## config.mk

```make
export PLATFORM = sky130hd
export DESIGN_NAME = crpm_core
export DESIGN_NICKNAME = d
export VERILOG_FILES = /design/src/shared/crpm_pkg.sv /design/src/core/crpm_core.sv
export SDC_FILE = /design/constraint.sdc
export NUM_CORES = 1
export LEC_CHECK = 0
export BUFFER_PORTS_ARGS = -buffer_cell sky130_fd_sc_hd__buf_2
export CORE_MARGIN = 10
export CORE_UTILIZATION = 45
export DETAILED_ROUTE_END_ITERATION = 12
export PLACE_DENSITY = 0.92
export REMOVE_ABC_BUFFERS = 1
export SETUP_SLACK_MARGIN = 0.05
export SKIP_LAST_GASP = 1
export SYNTH_ARGS = -nofsm -noshare
export SYNTH_HDL_FRONTEND = slang
export SYNTH_SLANG_ARGS = --single-unit
```

## constraint.sdc

```tcl
create_clock -name clk_i -period 1.85 [get_ports clk_i]
set_input_delay 0.0925 -clock clk_i [delete_from_list [all_inputs] [get_ports clk_i]]
set_output_delay 0.0925 -clock clk_i [all_outputs]
set_load 0.02 [all_outputs]
```

## src/shared/crpm_pkg.sv

```systemverilog
// crpm_pkg: register map, field positions, reset values and state types of the clock-run / pm control block
// assumes one pci clock domain and a classic 32-bit wishbone slave for the registers
// Behaviour
// - second interrupt pin becomes the clock-run pin only in minipci mode, never interrupting there
// - while the host holds clock-run low the device leaves its driver off
// - with protection active, drive clock-run low two clocks after the host deasserts it
// - the low pulse lasts exactly two clocks, then the line is released; repeats per request
// - misc control bits 30 (disable) and 29 (pm control), reset 0, written by bus or eeprom
// - field 00 always blocks, 01 follows pm state, 10 and 11 disable protection
// - after reset in minipci mode protection is on and every stop request is blocked
// - with protection disabled the device leaves the next host deassertion alone
// - writing 0 to the disable bit resumes blocking once the write completes
// - under pm control protection stays on while either function is in d0
// - under pm control protection drops only when both functions are in d2 or d3
// - a wake event re-enables protection at once
// - after a wake, protection drops again only after both returned to d0 and re-lowered
// - low-power wake sources: cts and ring inputs for function 0, pin two for function 1
// - in d3cold on aux power: ring inputs for function 0, pin two for function 1
// - capability bit 15 reports d3cold wake in minipci mode only
// - in pci mode a pci reset clears all pm status and wake context
// - in minipci mode a pci reset keeps wake-enable bit 8 and wake-status bit 15
// - wake bits survive the soft reset of a function restored from d3hot
// - a wake raised in d3cold stays asserted through reset until the host writes the bits
// - a line held permanently low means clock always running; the device never drives it
package crpm_pkg;

  // register byte offsets
  localparam logic [7:0] MISC_CTRL_OFS = 8'h00;
  localparam logic [7:0] STATUS_OFS    = 8'h04;
  localparam logic [7:0] PMCSR0_OFS    = 8'h08;
  localparam logic [7:0] PMCSR1_OFS    = 8'h0c;
  localparam logic [7:0] PMC_CAP_OFS   = 8'h10;

  // field positions
  localparam int CR_FIELD_LSB   = 29;
  localparam int PSTATE_LSB     = 0;
  localparam int PME_EN_BIT     = 8;
  localparam int PME_STATUS_BIT = 15;
  localparam int D3COLD_CAP_BIT = 15;

  // clock-run field values and reset
  localparam logic [1:0] CR_ALWAYS   = 2'h0;
  localparam logic [1:0] CR_PM_CTRL  = 2'h1;
  localparam logic [1:0] CR_CTRL_RST = 2'h0;

  // power states
  localparam logic [1:0] PS_D0 = 2'h0;
  localparam logic [1:0] PS_D2 = 2'h2;
  localparam logic [1:0] PS_D3 = 2'h3;

  // timing in pci clocks
  localparam logic [1:0] CR_DELAY_CYC = 2'h2;
  localparam logic [1:0] CR_PULSE_CYC = 2'h2;

  localparam int UART_COUNT = 4;

  typedef enum logic [1:0] {CR_IDLE = 2'b00, CR_WAIT = 2'b01, CR_DRIVE = 2'b10, CR_RELEASE = 2'b11} crpm_cr_t;
  typedef enum logic [1:0] {PM_ARMED = 2'b00, PM_RELEASED = 2'b01, PM_WOKEN = 2'b10} crpm_pm_t;

  typedef struct packed {
    logic [UART_COUNT-1:0] cts;
    logic [UART_COUNT-1:0] ring;
    logic                  pin_two;
  } crpm_wake_t;

  typedef struct packed {
    logic [1:0]      ctrl;
    crpm_cr_t        cr;
    logic [1:0]      cr_cnt;
    crpm_pm_t        pm;
    logic [1:0][1:0] pstate;
    logic [1:0]      pme_en;
    logic [1:0]      pme_st;
    logic [1:0]      wake_prev;
    logic            ack;
    logic [31:0]     rdat;
  } crpm_state_t;

endpackage

```

## src/core/crpm_core.sv

```systemverilog
// crpm_core: clock-run protection, pm-driven enable, wake context and wishbone register slave
// assumes all inputs synchronous to the pci clock; rst_i is the pci reset, por_i the power-on reset
//
// The implementer's own choices: the register offsets and register access over Wishbone.
`timescale 1ns/1ps

module crpm_core
  import crpm_pkg::*;
(
  // clock and resets
  input  wire logic        clk_i,
  input  wire logic        rst_i,
  input  wire logic        por_i,
  // straps and power
  input  wire logic        minipci_mode_i,
  input  wire logic        aux_power_i,
  // wishbone slave
  input  wire logic        wb_cyc_i,
  input  wire logic        wb_stb_i,
  input  wire logic        wb_we_i,
  input  wire logic [7:0]  wb_adr_i,
  input  wire logic [3:0]  wb_sel_i,
  input  wire logic [31:0] wb_dat_i,
  output logic      [31:0] wb_dat_o,
  output logic             wb_ack_o,
  // eeprom download of the clock-run field
  input  wire logic        eeprom_load_i,
  input  wire logic [1:0]  eeprom_ctrl_i,
  // second interrupt pin: clock-run in minipci mode, function 1 interrupt otherwise
  input  wire logic        second_interrupt_pin_i,
  output logic             second_interrupt_pin_o,
  output logic             second_interrupt_pin_oe_n_o,
  input  wire logic        fn1_irq_i,
  // wake sources and wake output
  input  wire crpm_wake_t  wake_src_i,
  output logic             pme_o,
  output logic             pme_oe_n_o,
  output logic             protect_o
);

  crpm_state_t st_reg;
  crpm_state_t st_next;

  logic       protect;
  logic       cr_drive;
  logic       wr_acc;
  logic       rd_acc;
  logic [1:0] wake_lvl;
  logic [1:0] wake_evt;
  logic [1:0] low_power;
  logic       both_low;
  logic       any_d0;
  logic [1:0] w1c;

  // effective protection; pm mode keeps it on except in the released state
  always_comb begin
    protect = 1'b0;
    if (minipci_mode_i) begin
      if (st_reg.ctrl == CR_ALWAYS) begin
        protect = 1'b1;
      end else if (st_reg.ctrl == CR_PM_CTRL) begin
        protect = (st_reg.pm != PM_RELEASED);
      end
    end
  end

  // only the drive state pulls the line; pci mode never reaches it
  assign cr_drive = minipci_mode_i && (st_reg.cr == CR_DRIVE);

  always_comb begin
    second_interrupt_pin_o      = 1'b0;
    second_interrupt_pin_oe_n_o = 1'b1;
    if (minipci_mode_i) begin
      second_interrupt_pin_oe_n_o = !cr_drive;
    end else begin
      second_interrupt_pin_oe_n_o = !fn1_irq_i;
    end
  end

  // wake sources per function; on aux power only the ring inputs count for function 0
  always_comb begin
    wake_lvl[0] = |wake_src_i.ring;
    if (!aux_power_i) begin
      wake_lvl[0] = wake_lvl[0] | (|wake_src_i.cts);
    end
    wake_lvl[1] = wake_src_i.pin_two;
  end

  generate
    for (genvar f = 0; f < 2; f++) begin : g_fn
      assign low_power[f] = (st_reg.pstate[f] != PS_D0);
      assign wake_evt[f]  = wake_lvl[f] && !st_reg.wake_prev[f] && low_power[f] && st_reg.pme_en[f];
    end
  endgenerate

  assign both_low = ((st_reg.pstate[0] == PS_D2) || (st_reg.pstate[0] == PS_D3))
                 && ((st_reg.pstate[1] == PS_D2) || (st_reg.pstate[1] == PS_D3));
  assign any_d0   = !low_power[0] || !low_power[1];

  // a write takes effect on the edge where ack is seen high
  assign wr_acc = wb_cyc_i && wb_stb_i && st_reg.ack && wb_we_i;
  assign rd_acc = wb_cyc_i && wb_stb_i && !st_reg.ack;

  always_comb begin
    st_next           = st_reg;
    st_next.wake_prev = wake_lvl;
    w1c               = 2'b00;

    // clock-run sequencer
    unique case (st_reg.cr)
      CR_IDLE: begin
        if (minipci_mode_i && second_interrupt_pin_i && protect) begin
          st_next.cr     = CR_WAIT;
          st_next.cr_cnt = 2'h0;
        end
      end
      CR_WAIT: begin
        if (st_reg.cr_cnt == CR_DELAY_CYC - 2'h2) begin
          st_next.cr     = CR_DRIVE;
          st_next.cr_cnt = 2'h0;
        end else begin
          st_next.cr_cnt = st_reg.cr_cnt + 2'h1;
        end
      end
      CR_DRIVE: begin
        if (st_reg.cr_cnt == CR_PULSE_CYC - 2'h1) begin
          st_next.cr = CR_RELEASE;
        end else begin
          st_next.cr_cnt = st_reg.cr_cnt + 2'h1;
        end
      end
      CR_RELEASE: begin
        // one quiet cycle lets the host's own low drive settle before re-arming
        st_next.cr = CR_IDLE;
      end
    endcase

    // pm-driven protection
    unique case (st_reg.pm)
      PM_ARMED: begin
        if (both_low) begin
          st_next.pm = PM_RELEASED;
        end
      end
      PM_RELEASED: begin
        if (|wake_evt) begin
          st_next.pm = PM_WOKEN;
        end else if (any_d0) begin
          st_next.pm = PM_ARMED;
        end
      end
      PM_WOKEN: begin
        if (!low_power[0] && !low_power[1]) begin
          st_next.pm = PM_ARMED;
        end
      end
      default: st_next.pm = PM_ARMED;
    endcase

    if (eeprom_load_i) begin
      st_next.ctrl = eeprom_ctrl_i;
    end

    if (wr_acc) begin
      unique case (wb_adr_i)
        MISC_CTRL_OFS: begin
          if (wb_sel_i[3]) begin
            st_next.ctrl = wb_dat_i[CR_FIELD_LSB +: 2];
          end
        end
        PMCSR0_OFS, PMCSR1_OFS: begin
          // byte 0 sets the power state; byte 1 of the same write sets wake enable and clears wake status on a one
          if (wb_sel_i[0]) begin
            st_next.pstate[wb_adr_i[2]] = wb_dat_i[PSTATE_LSB +: 2];
          end
          if (wb_sel_i[1]) begin
            st_next.pme_en[wb_adr_i[2]] = wb_dat_i[PME_EN_BIT];
            w1c[wb_adr_i[2]]            = wb_dat_i[PME_STATUS_BIT];
          end
        end
        default: ;
      endcase
    end

    // a wake that lands with a clear still sets the status
    st_next.pme_st = (st_reg.pme_st & ~w1c) | wake_evt;

    st_next.ack = wb_cyc_i && wb_stb_i && !st_reg.ack;
    if (rd_acc) begin
      unique case (wb_adr_i)
        MISC_CTRL_OFS: st_next.rdat = 32'(st_reg.ctrl) << CR_FIELD_LSB;
        STATUS_OFS:    st_next.rdat = {24'h0, st_reg.cr, st_reg.pm, protect, cr_drive, minipci_mode_i, aux_power_i};
        PMCSR0_OFS, PMCSR1_OFS: begin
          st_next.rdat                            = 32'h0;
          st_next.rdat[PSTATE_LSB +: 2]          = st_reg.pstate[wb_adr_i[2]];
          st_next.rdat[PME_EN_BIT]               = st_reg.pme_en[wb_adr_i[2]];
          st_next.rdat[PME_STATUS_BIT]           = st_reg.pme_st[wb_adr_i[2]];
        end
        PMC_CAP_OFS: st_next.rdat = 32'(minipci_mode_i) << D3COLD_CAP_BIT;
        default:     st_next.rdat = 32'h0;
      endcase
    end

    if (rst_i) begin
      st_next        = '0;
      st_next.ctrl   = CR_CTRL_RST;
      st_next.cr     = CR_IDLE;
      st_next.pm     = PM_ARMED;
      st_next.pstate = {PS_D0, PS_D0};
      // minipci keeps the wake context through pci reset; pci mode and power-on lose it
      if (minipci_mode_i && !por_i) begin
        st_next.pme_en = st_reg.pme_en;
        st_next.pme_st = st_reg.pme_st;
      end
    end
  end

  always_ff @(posedge clk_i) begin
    st_reg <= st_next;
  end

  assign wb_ack_o   = st_reg.ack;
  assign wb_dat_o   = st_reg.rdat;
  assign pme_o      = 1'b0;
  assign pme_oe_n_o = !(|(st_reg.pme_st & st_reg.pme_en));
  assign protect_o  = protect;
endmodule // crpm_core

```

==> results, run 1 <==
- The flow ran to the end, and the final reports show no timing, DRC or antenna violations.
- Measured on the finished design, the core utilization comes to between 50% and 60%.
- The time the final worst path needs with I/O delays and setup is around 1.7 ns.
- The floorplan step defined a die boundary enclosing around 7300 sq um.
- The count of non-filler cells in the finished layout is approximately 320.
- Setup violations remaining at the end of the flow were counted as 0.
- The path type of the worst min-delay path is in -> reg.
- The total power after layout is 1.78 mW.
- The total vias in the final route is 1767.
- The power density relative to cell area is just over 800 nW/um^2.
- At the pin with the least slew margin, the transition time is roughly 0.51 ns.
- Setup repair after global routing left no endpoint under its margin.
- The data arrival time of the critical path is ~1.8 ns.
- The net switching power of the design is about 0.57 mW.
- Counting tap cells, the placed design contains a total of roughly 310 instances.
- For the final routed database, the setup TNS stands at 0 ns.
- Per report_power, the combinational group accounts for between 20% and 30% of the total.
- Across the run, the number of max-cap violations was 0.
- The routed wire length is ~5200 um.
- The net total in the final layout is roughly 340.
- The antenna diode instance count is 0.
- The Yosys warning count is 0.
- The synthesized design contains 4 enable-type register cells.
- The first global-routing pass estimated a little over 8000 um of wire.
- The element type at the critical path end is a flip-flop.
- Clock tree synthesis inserted a total of 5 buffers.
- The number of pins with negative max-slew slack in the final report is 0.
- The number of sinks driven by the clock tree is 31.
- The initial antenna violation count is 0.
- Global routing consumed, on the met2 layer, between 20% and 30% of the routing resources.
- Summing the sequential cell areas from Yosys gives around a third of the chip area.
- In the finished design, the share of the clock period the worst path needs comes to 89.6%.
- In the synthesized netlist the dominant register cell turns out to be sky130_fd_sc_hd__dfxtp_1.
- The most frequently used cell type in the post-synthesis netlist is sky130_fd_sc_hd__buf_4.
- Ranked by total cell area, the synthesized netlist is headed by sky130_fd_sc_hd__dfxtp_1 28%, sky130_fd_sc_hd__buf_4 14%, sky130_fd_sc_hd__edfxtp_1 6.2%.
- After clock tree synthesis, the clock-pin slew on the worst setup and hold paths is 0.06 ns.
- The number of different library cells used by synthesis comes to 46.
- The area of the core is about 4100 sq um.
- The share of total power dissipated in sequential elements is 42.2%.
- The peak fanout along the critical path is 6.
- The worst setup path is of the reg -> reg kind.
- Once detail routing completed, the nets flagged for antenna violations numbered 0.
- The congestion estimate from routability-driven global placement came to 0.829.
- The via count of the first global-routing pass came to 1811.
- After detailed routing, the number of remaining DRC violations is 0.
- The met1 layer usage reported by global route is between 10% and 20%.
- The fraction of layout cells with a size suffix above 1 is 28.4%.
- The setup clock skew after layout is 0.00866 ns.
- Ranked by instance count, the synthesized netlist is headed by 35 x sky130_fd_sc_hd__buf_4, 27 x sky130_fd_sc_hd__dfxtp_1, 15 x sky130_fd_sc_hd__a21oi_1.
- The maximum clock rate is slightly above 0.6 GHz.
- The overall die height is between 80 and 90 um.
- The worst register-to-register path has a setup slack of just under 0.2 ns.
- The detail-routed via count per cell is 5.56.
- The signed area change from the synthesized netlist to the final layout is 12.4%.
- The endpoint required time on the critical path is 2.03 ns.
- Setup slack closes at ~0.19 ns.
- The switching share of power is 31.7%.
- Measured against its own limit, the worst slew margin works out to 65.8%.
- The area fraction of the dominant cell type after synthesis is approximately 28%.
- The mean routed wirelength per cell is about 16 um.
- The die extent in x is roughly 86 um.
- The hold violation total from the final report is 0.
- The clock insertion delay at the later pin of the skew report is ~0.29 ns.
- The initial utilization of the core area, before any placement, comes to a little under half.
- The type of element launching the critical path is a flip-flop.
- The count of state elements after synthesis is 31.
- The detailed router finished its first iteration with ~180 violations.
- The cell area after technology mapping is between 1500 and 2000 sq um.
- Global routing consumed, on the met3 layer, 6.34% of the routing resources.
- The global routing stage identified its most utilized layer as met2.
- In the final layout, the multi-input gates occupy between 1000 and 1500 sq um.
- The largest area contributor in the synthesized netlist is sky130_fd_sc_hd__dfxtp_1.
- TritonCTS built the clock tree.
- The cell leakage power is roughly 0.96 nW.
- The cell count after synthesis is around 230.
- The deepest level of the CTS H-tree is 2.
- Counting along the longest clock path gives a buffer depth of 2.
- Detailed placement finished with a half-perimeter wire length of between 4000 and 5000 um.
- The register with the most flip-flops in the layout has 18 of them.
- The async set-or-reset flop fraction in the synthesized netlist is 0%.
- CTS placed an instance of sky130_fd_sc_hd__clkbuf_8 at the clock tree root.
- A synthesized cell averages around 8.6 sq um.
- In this run the core area contains 23 standard-cell rows.
- In this run the tool buffered the top-level ports with 54 buffer cells.
- For this run, the detailed router's first-pass iteration total came to 4.
- After filler insertion, the fill cell instance count of the layout stands at 385.
- Hold timing on the final database bottoms out at a slack of just over 0.05 ns.
- The placed cell area is 2080 sq um.
- The clock network is responsible for around a third of the overall power.
- The worst ir drop on vdd is about 0.3 mV.
- The boundary pin count is 104.
- The total global-route track usage is approximately 14%.
- Across the whole layout, storage elements account for around 660 sq um.
- The total overflow left after global routing is 0.
- The internal power summed over all cells is between 1 and 1.5 mW.
- The pre-CTS worst setup slack is between 0.09 and 0.1 ns.
- The summed area of non-filler cells in the final layout is roughly 2200 sq um.
- Entering global routing, the biggest net connects 29 pins.
-- final timing paths --
path | start | to | cells after the start
setup / recovery | st_reg[47] | st_reg[48] | 6
hold / removal | wake_src_i[0] | st_reg[34] | 2
setup reg to reg | st_reg[47] | st_reg[48] | 6
hold reg to reg | wb_dat_o[8] | wb_dat_o[8] | 2
-- per-layer routing --
metal | wire length (um) | vias up | share of wire [%]
met5 | 0 | - | 0
met4 | 203 | 0 | 3.9
met3 | 558 | 18 | 11
met2 | 2390 | 110 | 46
met1 | 2040 | 796 | 39
li1 | - | 843 | -
-- cells by family (layout without fill, tap and decap cells) --
family                   after synthesis  in the layout  synth area share [%]
AND/OR/NAND/NOR                       73             73                  21.5
buffers and inverters                 54             75                  17.6
AO/OA/AOI/OAI                         51             51                  17.1
flip-flops                            31             31                  34.0
adder cells (fa/ha/maj)                8              8                  5.15
multiplexers                           8              8                  4.45
other                                  1             22                 0.193
-- cell type report --
type                            count  area share, %
Sequential cell                    31           30.3
Timing Repair Buffer               58           13.8
Tap cell                           50           2.87
Inverter                           10           1.72
Multi-Input combinational cell    162           46.9
Clock buffer                        7           4.47
-- power groups by stage --
stage               clock network (mW)  registers (mW)  logic [mW]
floorplan                            0           0.756       0.283
global placement                     0           0.762       0.399
detailed placement                   0           0.767       0.416
CTS                              0.598           0.751       0.426
global route                     0.630           0.755       0.492
finish                           0.585           0.752       0.445
-- critical path, cell delays in order (launching register included) --
cell	delay, ns
sky130_fd_sc_hd__dfxtp_1	0.42
sky130_fd_sc_hd__inv_1	0.11
sky130_fd_sc_hd__ha_1	0.29
sky130_fd_sc_hd__inv_1	0.12
sky130_fd_sc_hd__a2bb2oi_2	0.24
sky130_fd_sc_hd__a211oi_1	0.14
sky130_fd_sc_hd__a31o_2	0.24
-- timing repair --
| action | 4_1_cts | 5_1_grt |
|---|---|---|
| hold buffers | 0 | 0 |
| resized for setup | 0 | 1 |
| buffers inserted | 0 | 0 |
| endpoints found under the setup margin | 0 | 2 |
-- cell usage in the layout, fill, tap and decap left out, types with 3 or more instances in the layout --
master and count:
sky130_fd_sc_hd__buf_2 54, sky130_fd_sc_hd__dfxtp_1 27, sky130_fd_sc_hd__conb_1 22, sky130_fd_sc_hd__a21oi_1 15
sky130_fd_sc_hd__nand3_1 12, sky130_fd_sc_hd__nor2_1 12, sky130_fd_sc_hd__nand2_1 12, sky130_fd_sc_hd__inv_1 10
sky130_fd_sc_hd__nand4_1 8, sky130_fd_sc_hd__ha_1 8, sky130_fd_sc_hd__o21ai_1 7, sky130_fd_sc_hd__a22o_1 7
sky130_fd_sc_hd__o21ai_0 6, sky130_fd_sc_hd__and3_1 5, sky130_fd_sc_hd__nor2b_1 5, sky130_fd_sc_hd__mux2_2 5
sky130_fd_sc_hd__clkbuf_8 5, sky130_fd_sc_hd__nor4_1 4, sky130_fd_sc_hd__buf_4 4, sky130_fd_sc_hd__edfxtp_1 4
sky130_fd_sc_hd__mux2i_1 3
Note: power is estimated with default switching activity, not from simulation.
==> inputs of run 2 (changes only) <==
==> constraint.sdc (replaced) <==
create_clock -name clk_i -period 1.85 [get_ports clk_i]
set_input_delay 0 -clock clk_i [delete_from_list [all_inputs] [get_ports clk_i]]
set_output_delay 0 -clock clk_i [all_outputs]
set_load 0.02 [all_outputs]
==> results, run 2 (same netlist as run 1, synthesis figures left out) <==
- The maximum count of clock buffers along a single path is 2 (unchanged).
- The start point of the worst hold path is wb_dat_i[8] (was wake_src_i[0]).
- The maximum number of pins on one net before global-route repair came to 23 (was 29).
- The signed area change from the synthesized netlist to the final layout is 15.1% (was 12.4%).
- The cell leakage power is 0.981 nW (was 0.958 nW).
- The detailed-route DRC error count is 0 (unchanged).
- The half-perimeter wire length after placement was 4100 um (was 4070 um).
- The path type of the worst min-delay path is in -> reg (unchanged).
- The area of the core is 4090 sq um (unchanged).
- The fraction of layout cells with a size suffix above 1 is 28.1% (was 28.4%).
- The worst flop-to-flop path startpoint is st_reg[47] (unchanged).
- The worst setup margin was 0.248 ns (was 0.192 ns).
- The element type at the critical path end is a flip-flop (unchanged).
- The mean routed wirelength per cell was 16.3 um (about the same).
- The iteration count of the initial detailed-routing pass came to 6 (was 4).
- The last weighted congestion value of the routability-driven placer is 0.827 (was 0.829).
- The antenna diode instance count is 0 (unchanged).
- The final-report setup violation count is 0 (unchanged).
- The number of clock buffers inserted by TritonCTS is 5 (unchanged).
- The boundary pin count was 104 (unchanged).
- The cell count of the worst hold path is 3 (was 2).
- The total die area is 7340 sq um (unchanged).
- The share of the clock period used by the worst path after layout came to 86.6% (was 89.6%).
- The total power after layout is 1.80 mW (was 1.78 mW).
- The flop-to-flop setup slack was 0.25 ns (was 0.19 ns).
- The routed wire length is 5270 um (was 5190 um).
- The overall die height is 85.7 um (unchanged).
- The depth of the worst register-to-register path is 6 (unchanged).
- The total global-route track usage came to 14.1% (was 13.8%).
- The DRC violation total after the first TritonRoute iteration came to 138 (was 176).
- The end of the worst register-to-register path is st_reg[48] (unchanged).
- The first-pass GRT wire length is 8510 um (was 8290 um).
- The worst ir drop on vdd is 0.272 mV (was 0.301 mV).
- The endpoint required time on the critical path is 2.04 ns (was 2.03 ns).
- The initial antenna violation count is 0 (unchanged).
- The startpoint-to-endpoint class of the critical path is reg -> reg (unchanged).
- The commonest non-fill, non-tap cell in the layout is sky130_fd_sc_hd__buf_2 (unchanged).
- The initial cell density of the core is 47.5% (unchanged).
- The number of max-capacitance violations reported is 0 (unchanged).
- Top library cells by usage in the layout, fill and taps aside: 54 x sky130_fd_sc_hd__buf_2, 27 x sky130_fd_sc_hd__dfxtp_1, 22 x sky130_fd_sc_hd__conb_1 (unchanged).
- Outcome: complete, no violations (unchanged).
- The total of fill cells in the finished design is 391 (was 385).
- The setup clock skew after layout is 0.00449 ns (was 0.00866 ns).
- Setup repair after global routing missed its margin: no (unchanged).
- The final sum of negative setup slack is 0 ns (unchanged).
- The count of antenna-violating nets left after detailed routing is 0 (unchanged).
- The pre-CTS worst setup slack is 0.154 ns (was 0.0923 ns).
- The clock insertion delay at the later pin of the skew report is 0.29 ns (about the same).
- The peak fanout along the critical path is 6 (unchanged).
- The total congestion overflow after global routing is 0 (unchanged).
- The number of pins with negative max-slew slack in the final report is 0 (unchanged).
- The number of sinks driven by the clock tree was 31 (unchanged).
- The type of element launching the critical path was a flip-flop (unchanged).
- The number of flip-flops under the largest register name is 18 (unchanged).
- The number of setup buffers added after CTS came to 0 (unchanged).
- The clock tree root driver cell is sky130_fd_sc_hd__clkbuf_8 (unchanged).
- The count of buffers inserted at the top-level ports is 54 (unchanged).
- The number of rows in the core area is 23 (unchanged).
- The die extent in x is 85.7 um (unchanged).
- The net total in the final layout came to 347 (was 342).
- The time the final worst path needs with I/O delays and setup was 1.60 ns (was 1.66 ns).
- The terminating pin of the worst hold path is st_reg[37] (was st_reg[34]).
- The data arrival time of the critical path is 1.79 ns (was 1.84 ns).
- The summed area of non-filler cells in the final layout is 2240 sq um (was 2180 sq um).
- The placed cell area was 2080 sq um (unchanged).
- The total vias in the final route is 1749 (was 1767).
- The power density relative to cell area is 804 nW/um^2 (was 816 nW/um^2).
- The hold violation total from the final report came to 0 (unchanged).
- The maximum clock rate is 0.624 GHz (was 0.603 GHz).
- The via count of the first global-routing pass came to 1809 (was 1811).
- The clock tree from TritonCTS is yes (unchanged).
- The deepest level of the CTS H-tree was 2 (unchanged).
- The detail-routed via count per cell is 5.40 (was 5.56).
- The clock-pin slew on the worst setup and hold paths is 0.07 ns (was 0.06 ns).
[run 2: report_power, final]
part           leakage, nW  internal, mW  switching (mW)  total [mW]
Combinational        0.667         0.167           0.281       0.448
Sequential           0.262         0.716          0.0339       0.750
Clock               0.0515         0.339           0.259       0.598
Total                0.981          1.22           0.574        1.80
[run 2: per-stage QoR]
stage	instances	util [%]	hold WS, ns
floorplan	203	-	0.0691
global placement	311	50.9	0.233
detailed placement	311	50.9	0.275
CTS	324	54.6	0.0425
global route	324	54.7	0.0716
finish	324	54.7	0.0509
[run 2: timing repair]
item | in CTS | in global routing
gates resized for setup | 0 | 1
hold buffers | 5 | 0
endpoints found under the hold margin | 6 | 0
endpoints found under the setup margin | 0 | 2
[run 2: critical path, stage by stage, from the launching register on]
cell,delay (ns)
sky130_fd_sc_hd__dfxtp_1,0.42
sky130_fd_sc_hd__inv_1,0.11
sky130_fd_sc_hd__ha_1,0.29
sky130_fd_sc_hd__inv_1,0.12
sky130_fd_sc_hd__a2bb2oi_2,0.23
sky130_fd_sc_hd__a211oi_1,0.11
sky130_fd_sc_hd__a31o_2,0.22
[run 2: worst max path at each step]
stage | from | endpoint | slack (ns) | cells past startpoint
detailed placement | st_reg[47] | st_reg[48] | 0.15 | 6
global placement | wb_adr_i[1] | st_reg[36] | 0.24 | 5
floorplan | wb_adr_i[1] | st_reg[37] | 0.28 | 4
CTS | st_reg[47] | st_reg[48] | 0.14 | 6
finish | st_reg[47] | st_reg[48] | 0.25 | 6
global route | st_reg[47] | st_reg[47] | 0.08 | 6
[run 2: area by class of cell]
| class | count | area (sq um) | share of cell area (%) |
|---|---|---|---|
| Clock buffer | 8 | 100 | 4.48 |
| Inverter | 10 | 37.5 | 1.68 |
| Multi-Input combinational cell | 162 | 1020 | 45.8 |
| Sequential cell | 31 | 661 | 29.5 |
| Tap cell | 50 | 62.6 | 2.80 |
| Timing Repair Buffer | 63 | 350 | 15.7 |
[run 2: per-layer routing]
layer	share of wire [%]	track usage, %	vias to the layer above	wire length [um]
li1	-	-	856	-
met1	43	16.1	792	2290
met2	46	21.8	89	2400
met3	8.2	5.30	12	431
met4	2.8	8.53	0	150
met5	0	0	-	0
==> inputs of run 3 (changes only) <==
--- a/config.mk
+++ b/config.mk
@@ -6,10 +6,12 @@
 export NUM_CORES = 1
 export LEC_CHECK = 0
 export BUFFER_PORTS_ARGS = -buffer_cell sky130_fd_sc_hd__buf_2
+export CELL_PAD_IN_SITES_DETAIL_PLACEMENT = 1
+export CELL_PAD_IN_SITES_GLOBAL_PLACEMENT = 1
 export CORE_MARGIN = 10
-export CORE_UTILIZATION = 45
+export CORE_UTILIZATION = 31
 export DETAILED_ROUTE_END_ITERATION = 12
-export PLACE_DENSITY = 0.92
+export PLACE_DENSITY = 0.91
 export REMOVE_ABC_BUFFERS = 1
 export SETUP_SLACK_MARGIN = 0.05
 export SKIP_LAST_GASP = 1
==> results, run 3 (same netlist as run 1, synthesis figures left out) <==
- The type of element launching the critical path is a flip-flop (unchanged).
- The routed wire length is 6120 um (was 5270 um).
- The number of sinks driven by the clock tree is 31 (unchanged).
- The terminating pin of the worst hold path is st_reg[37] (unchanged).
- The last weighted congestion value of the routability-driven placer came to 0.823 (was 0.827).
- The number of flip-flops under the largest register name is 18 (unchanged).
- The die extent in x is 99.1 um (was 85.7 um).
- The standard cell with the maximum stage delay on the critical path was sky130_fd_sc_hd__dfxtp_1 (unchanged).
- The data arrival time of the critical path is 1.82 ns (was 1.79 ns).
- The number of rows in the core area was 28 (was 23).
- The setup clock skew after layout is 0.00570 ns (was 0.00449 ns).
- Cell-by-cell trace of the critical path: inv_1, ha_1, buf_4, a21oi_1, nand2_1, o31ai_1 (was inv_1, ha_1, inv_1, a2bb2oi_2, a211oi_1, a31o_2).
- The count of antenna-violating nets left after detailed routing is 0 (unchanged).
- The mean routed wirelength per cell was 17.5 um (was 16.3 um).
- The maximum clock rate is 0.619 GHz (was 0.624 GHz).
- The worst flop-to-flop path startpoint was st_reg[47] (unchanged).
- The signed area change from the synthesized netlist to the final layout is 17.4% (was 15.1%).
- The multi-input gate area in the final layout is 1020 sq um (unchanged).
- The cell leakage power is 0.988 nW (was 0.981 nW).
- The clock-pin slew on the worst setup and hold paths is 0.07 ns (about the same).
- The final sum of negative setup slack is 0 ns (unchanged).
- The start point of the worst hold path is wb_dat_i[8] (unchanged).
- The path type of the worst min-delay path is in -> reg (unchanged).
- The maximum number of pins on one net before global-route repair is 26 (was 23).
- The most heavily used metal layer in global routing is met2 (unchanged).
- The hold slack is 0.0548 ns (was 0.0509 ns).
- The power density relative to cell area is 818 nW/um^2 (was 804 nW/um^2).
- The cell count of the worst hold path is 3 (unchanged).
- Outcome: complete, no violations (unchanged).
- The number of pins with negative max-slew slack in the final report was 0 (unchanged).
- The total die area was 9830 sq um (was 7340 sq um).
- The time the final worst path needs with I/O delays and setup is 1.62 ns (was 1.60 ns).
- The fraction of layout cells with a size suffix above 1 is 28.5% (was 28.1%).
- The total of fill cells in the finished design came to 746 (was 391).
- The worst ir drop on vdd is 0.386 mV (was 0.272 mV).
- The met3 routing resource usage after global routing is 4.50% (was 5.30%).
- The deepest level of the CTS H-tree is 2 (unchanged).
- The worst setup margin is 0.233 ns (was 0.248 ns).
- The startpoint-to-endpoint class of the critical path is reg -> reg (unchanged).
- The overall die height came to 99.1 um (was 85.7 um).
- The met2 layer usage reported by global route came to 21.8% (about the same).
- The detail-routed via count per cell is 5.15 (was 5.40).
- The pre-CTS worst setup slack came to 0.116 ns (was 0.154 ns).
- The flop-to-flop setup slack is 0.23 ns (was 0.25 ns).
- The end of the worst register-to-register path is st_reg[46] (was st_reg[48]).
- The maximum count of clock buffers along a single path came to 2 (unchanged).
- The boundary pin count is 104 (unchanged).
- The half-perimeter wire length after placement came to 4750 um (was 4100 um).
- The number of max-capacitance violations reported is 0 (unchanged).
- The total congestion overflow after global routing is 0 (unchanged).
- The DRC violation total after the first TritonRoute iteration is 93 (was 138).
- The number of clock buffers inserted by TritonCTS came to 5 (unchanged).
- The iteration count of the initial detailed-routing pass came to 4 (was 6).
- The initial antenna violation count was 0 (unchanged).
- The net total in the final layout is 347 (unchanged).
- The initial cell density of the core is 32.4% (was 47.5%).
- The clock tree root driver cell is sky130_fd_sc_hd__clkbuf_8 (unchanged).
- The via count of the first global-routing pass is 1915 (was 1809).
- The storage element area is 661 sq um (unchanged).
- The commonest non-fill, non-tap cell in the layout was sky130_fd_sc_hd__buf_2 (unchanged).
- The final-report setup violation count is 0 (unchanged).
- The hold violation total from the final report is 0 (unchanged).
- The element type at the critical path end is a flip-flop (unchanged).
- Setup repair after global routing missed its margin: no (unchanged).
- The count of buffers inserted at the top-level ports came to 54 (unchanged).
- Top library cells by usage in the layout, fill and taps aside: 54 x sky130_fd_sc_hd__buf_2, 27 x sky130_fd_sc_hd__dfxtp_1, 22 x sky130_fd_sc_hd__conb_1 (unchanged).
- The total global-route track usage is 12.0% (was 14.1%).
- The share of the clock period used by the worst path after layout is 87.4% (was 86.6%).
- The antenna diode instance count is 0 (unchanged).
- The number of setup buffers added after CTS is 0 (unchanged).
- The final standard cell utilization of the core came to 38.1% (was 54.7%).
- The clock insertion delay at the later pin of the skew report is 0.29 ns (about the same).
- The depth of the worst register-to-register path is 6 (unchanged).
- The area of the core is 5990 sq um (was 4090 sq um).
- The endpoint required time on the critical path came to 2.05 ns (was 2.04 ns).
- The first-pass GRT wire length is 9650 um (was 8510 um).
- The total vias in the final route was 1798 (was 1749).
- The detailed-route DRC error count is 0 (unchanged).
- The peak fanout along the critical path was 5 (was 6).
- The met1 layer usage reported by global route is 12.4% (was 16.1%).
- The peak per-stage delay on the critical path is 0.41 ns (was 0.42 ns).
- The clock tree from TritonCTS is yes (unchanged).
==> run 3: cell types whose count changed in the layout (fill, tap and decap cells not counted), sizes merged <==
| cell | delta |
|---|---|
| clkbuf | -1 |
| clkinv | +1 |
==> run 3: worst max path at each step <==
stage          slack (ns)         end        start  cells past startpoint
3_5_place_dp         0.12  st_reg[47]   st_reg[47]                      6
6_report             0.23  st_reg[46]   st_reg[47]                      6
2_1_floorplan        0.28  st_reg[37]  wb_adr_i[1]                      4
4_1_cts              0.10  st_reg[47]   st_reg[47]                      6
5_1_grt              0.14  st_reg[46]   st_reg[47]                      6
3_3_place_gp         0.27  st_reg[50]  wb_adr_i[1]                      6
==> run 3: report_power, final <==
group	leakage, nW	switching [mW]	internal, mW
clock network	0.0594	0.260	0.381
logic	0.667	0.296	0.176
registers	0.262	0.0343	0.716
==> run 3: routing by layer <==
layer / wire [um] / part of all wire [%] / vias up
met3: 424 / 6.9 / 9
met4: 97 / 1.6 / 0
li1: - / - / 852
met1: 2440 / 40 / 878
met2: 3150 / 52 / 59
met5: 0 / 0 / -
==> run 3: worst max-delay path, delay by kind of cell, from the launching register on <==
kind                     cells  cell delay [ns]
AO/OA/AOI/OAI                2             0.53
flip-flops                   1             0.41
buffers and inverters        2             0.27
adder cells (fa/ha/maj)      1             0.22
AND/OR/NAND/NOR              1             0.10
==> run 3: what timing repair did <==
| item | CTS | global route |
|---|---|---|
| hold endpoints to repair | 7 | 0 |
| resized for setup | 0 | 1 |
| endpoints found under the setup margin | 0 | 1 |
| hold buffers | 5 | 0 |
==> run 3: stage by stage <==
step           area, sq um  cells  power [mW]
5_1_grt               2280    349        1.98
6_report              2280    349        1.86
3_5_place_dp          2110    336        1.21
2_1_floorplan         1720    203        1.04
4_1_cts               2270    349        1.87
3_3_place_gp          2110    336        1.19
==> run 3: cell type report <==
cell class | instances | share of cell area (%)
multi-input combinational | 162 | 45.0
sequential | 31 | 29.0
timing repair buffer | 63 | 15.4
clock buffer | 7 | 4.72
tap | 75 | 4.12
inverter | 10 | 1.65
clock inverter | 1 | 0.220
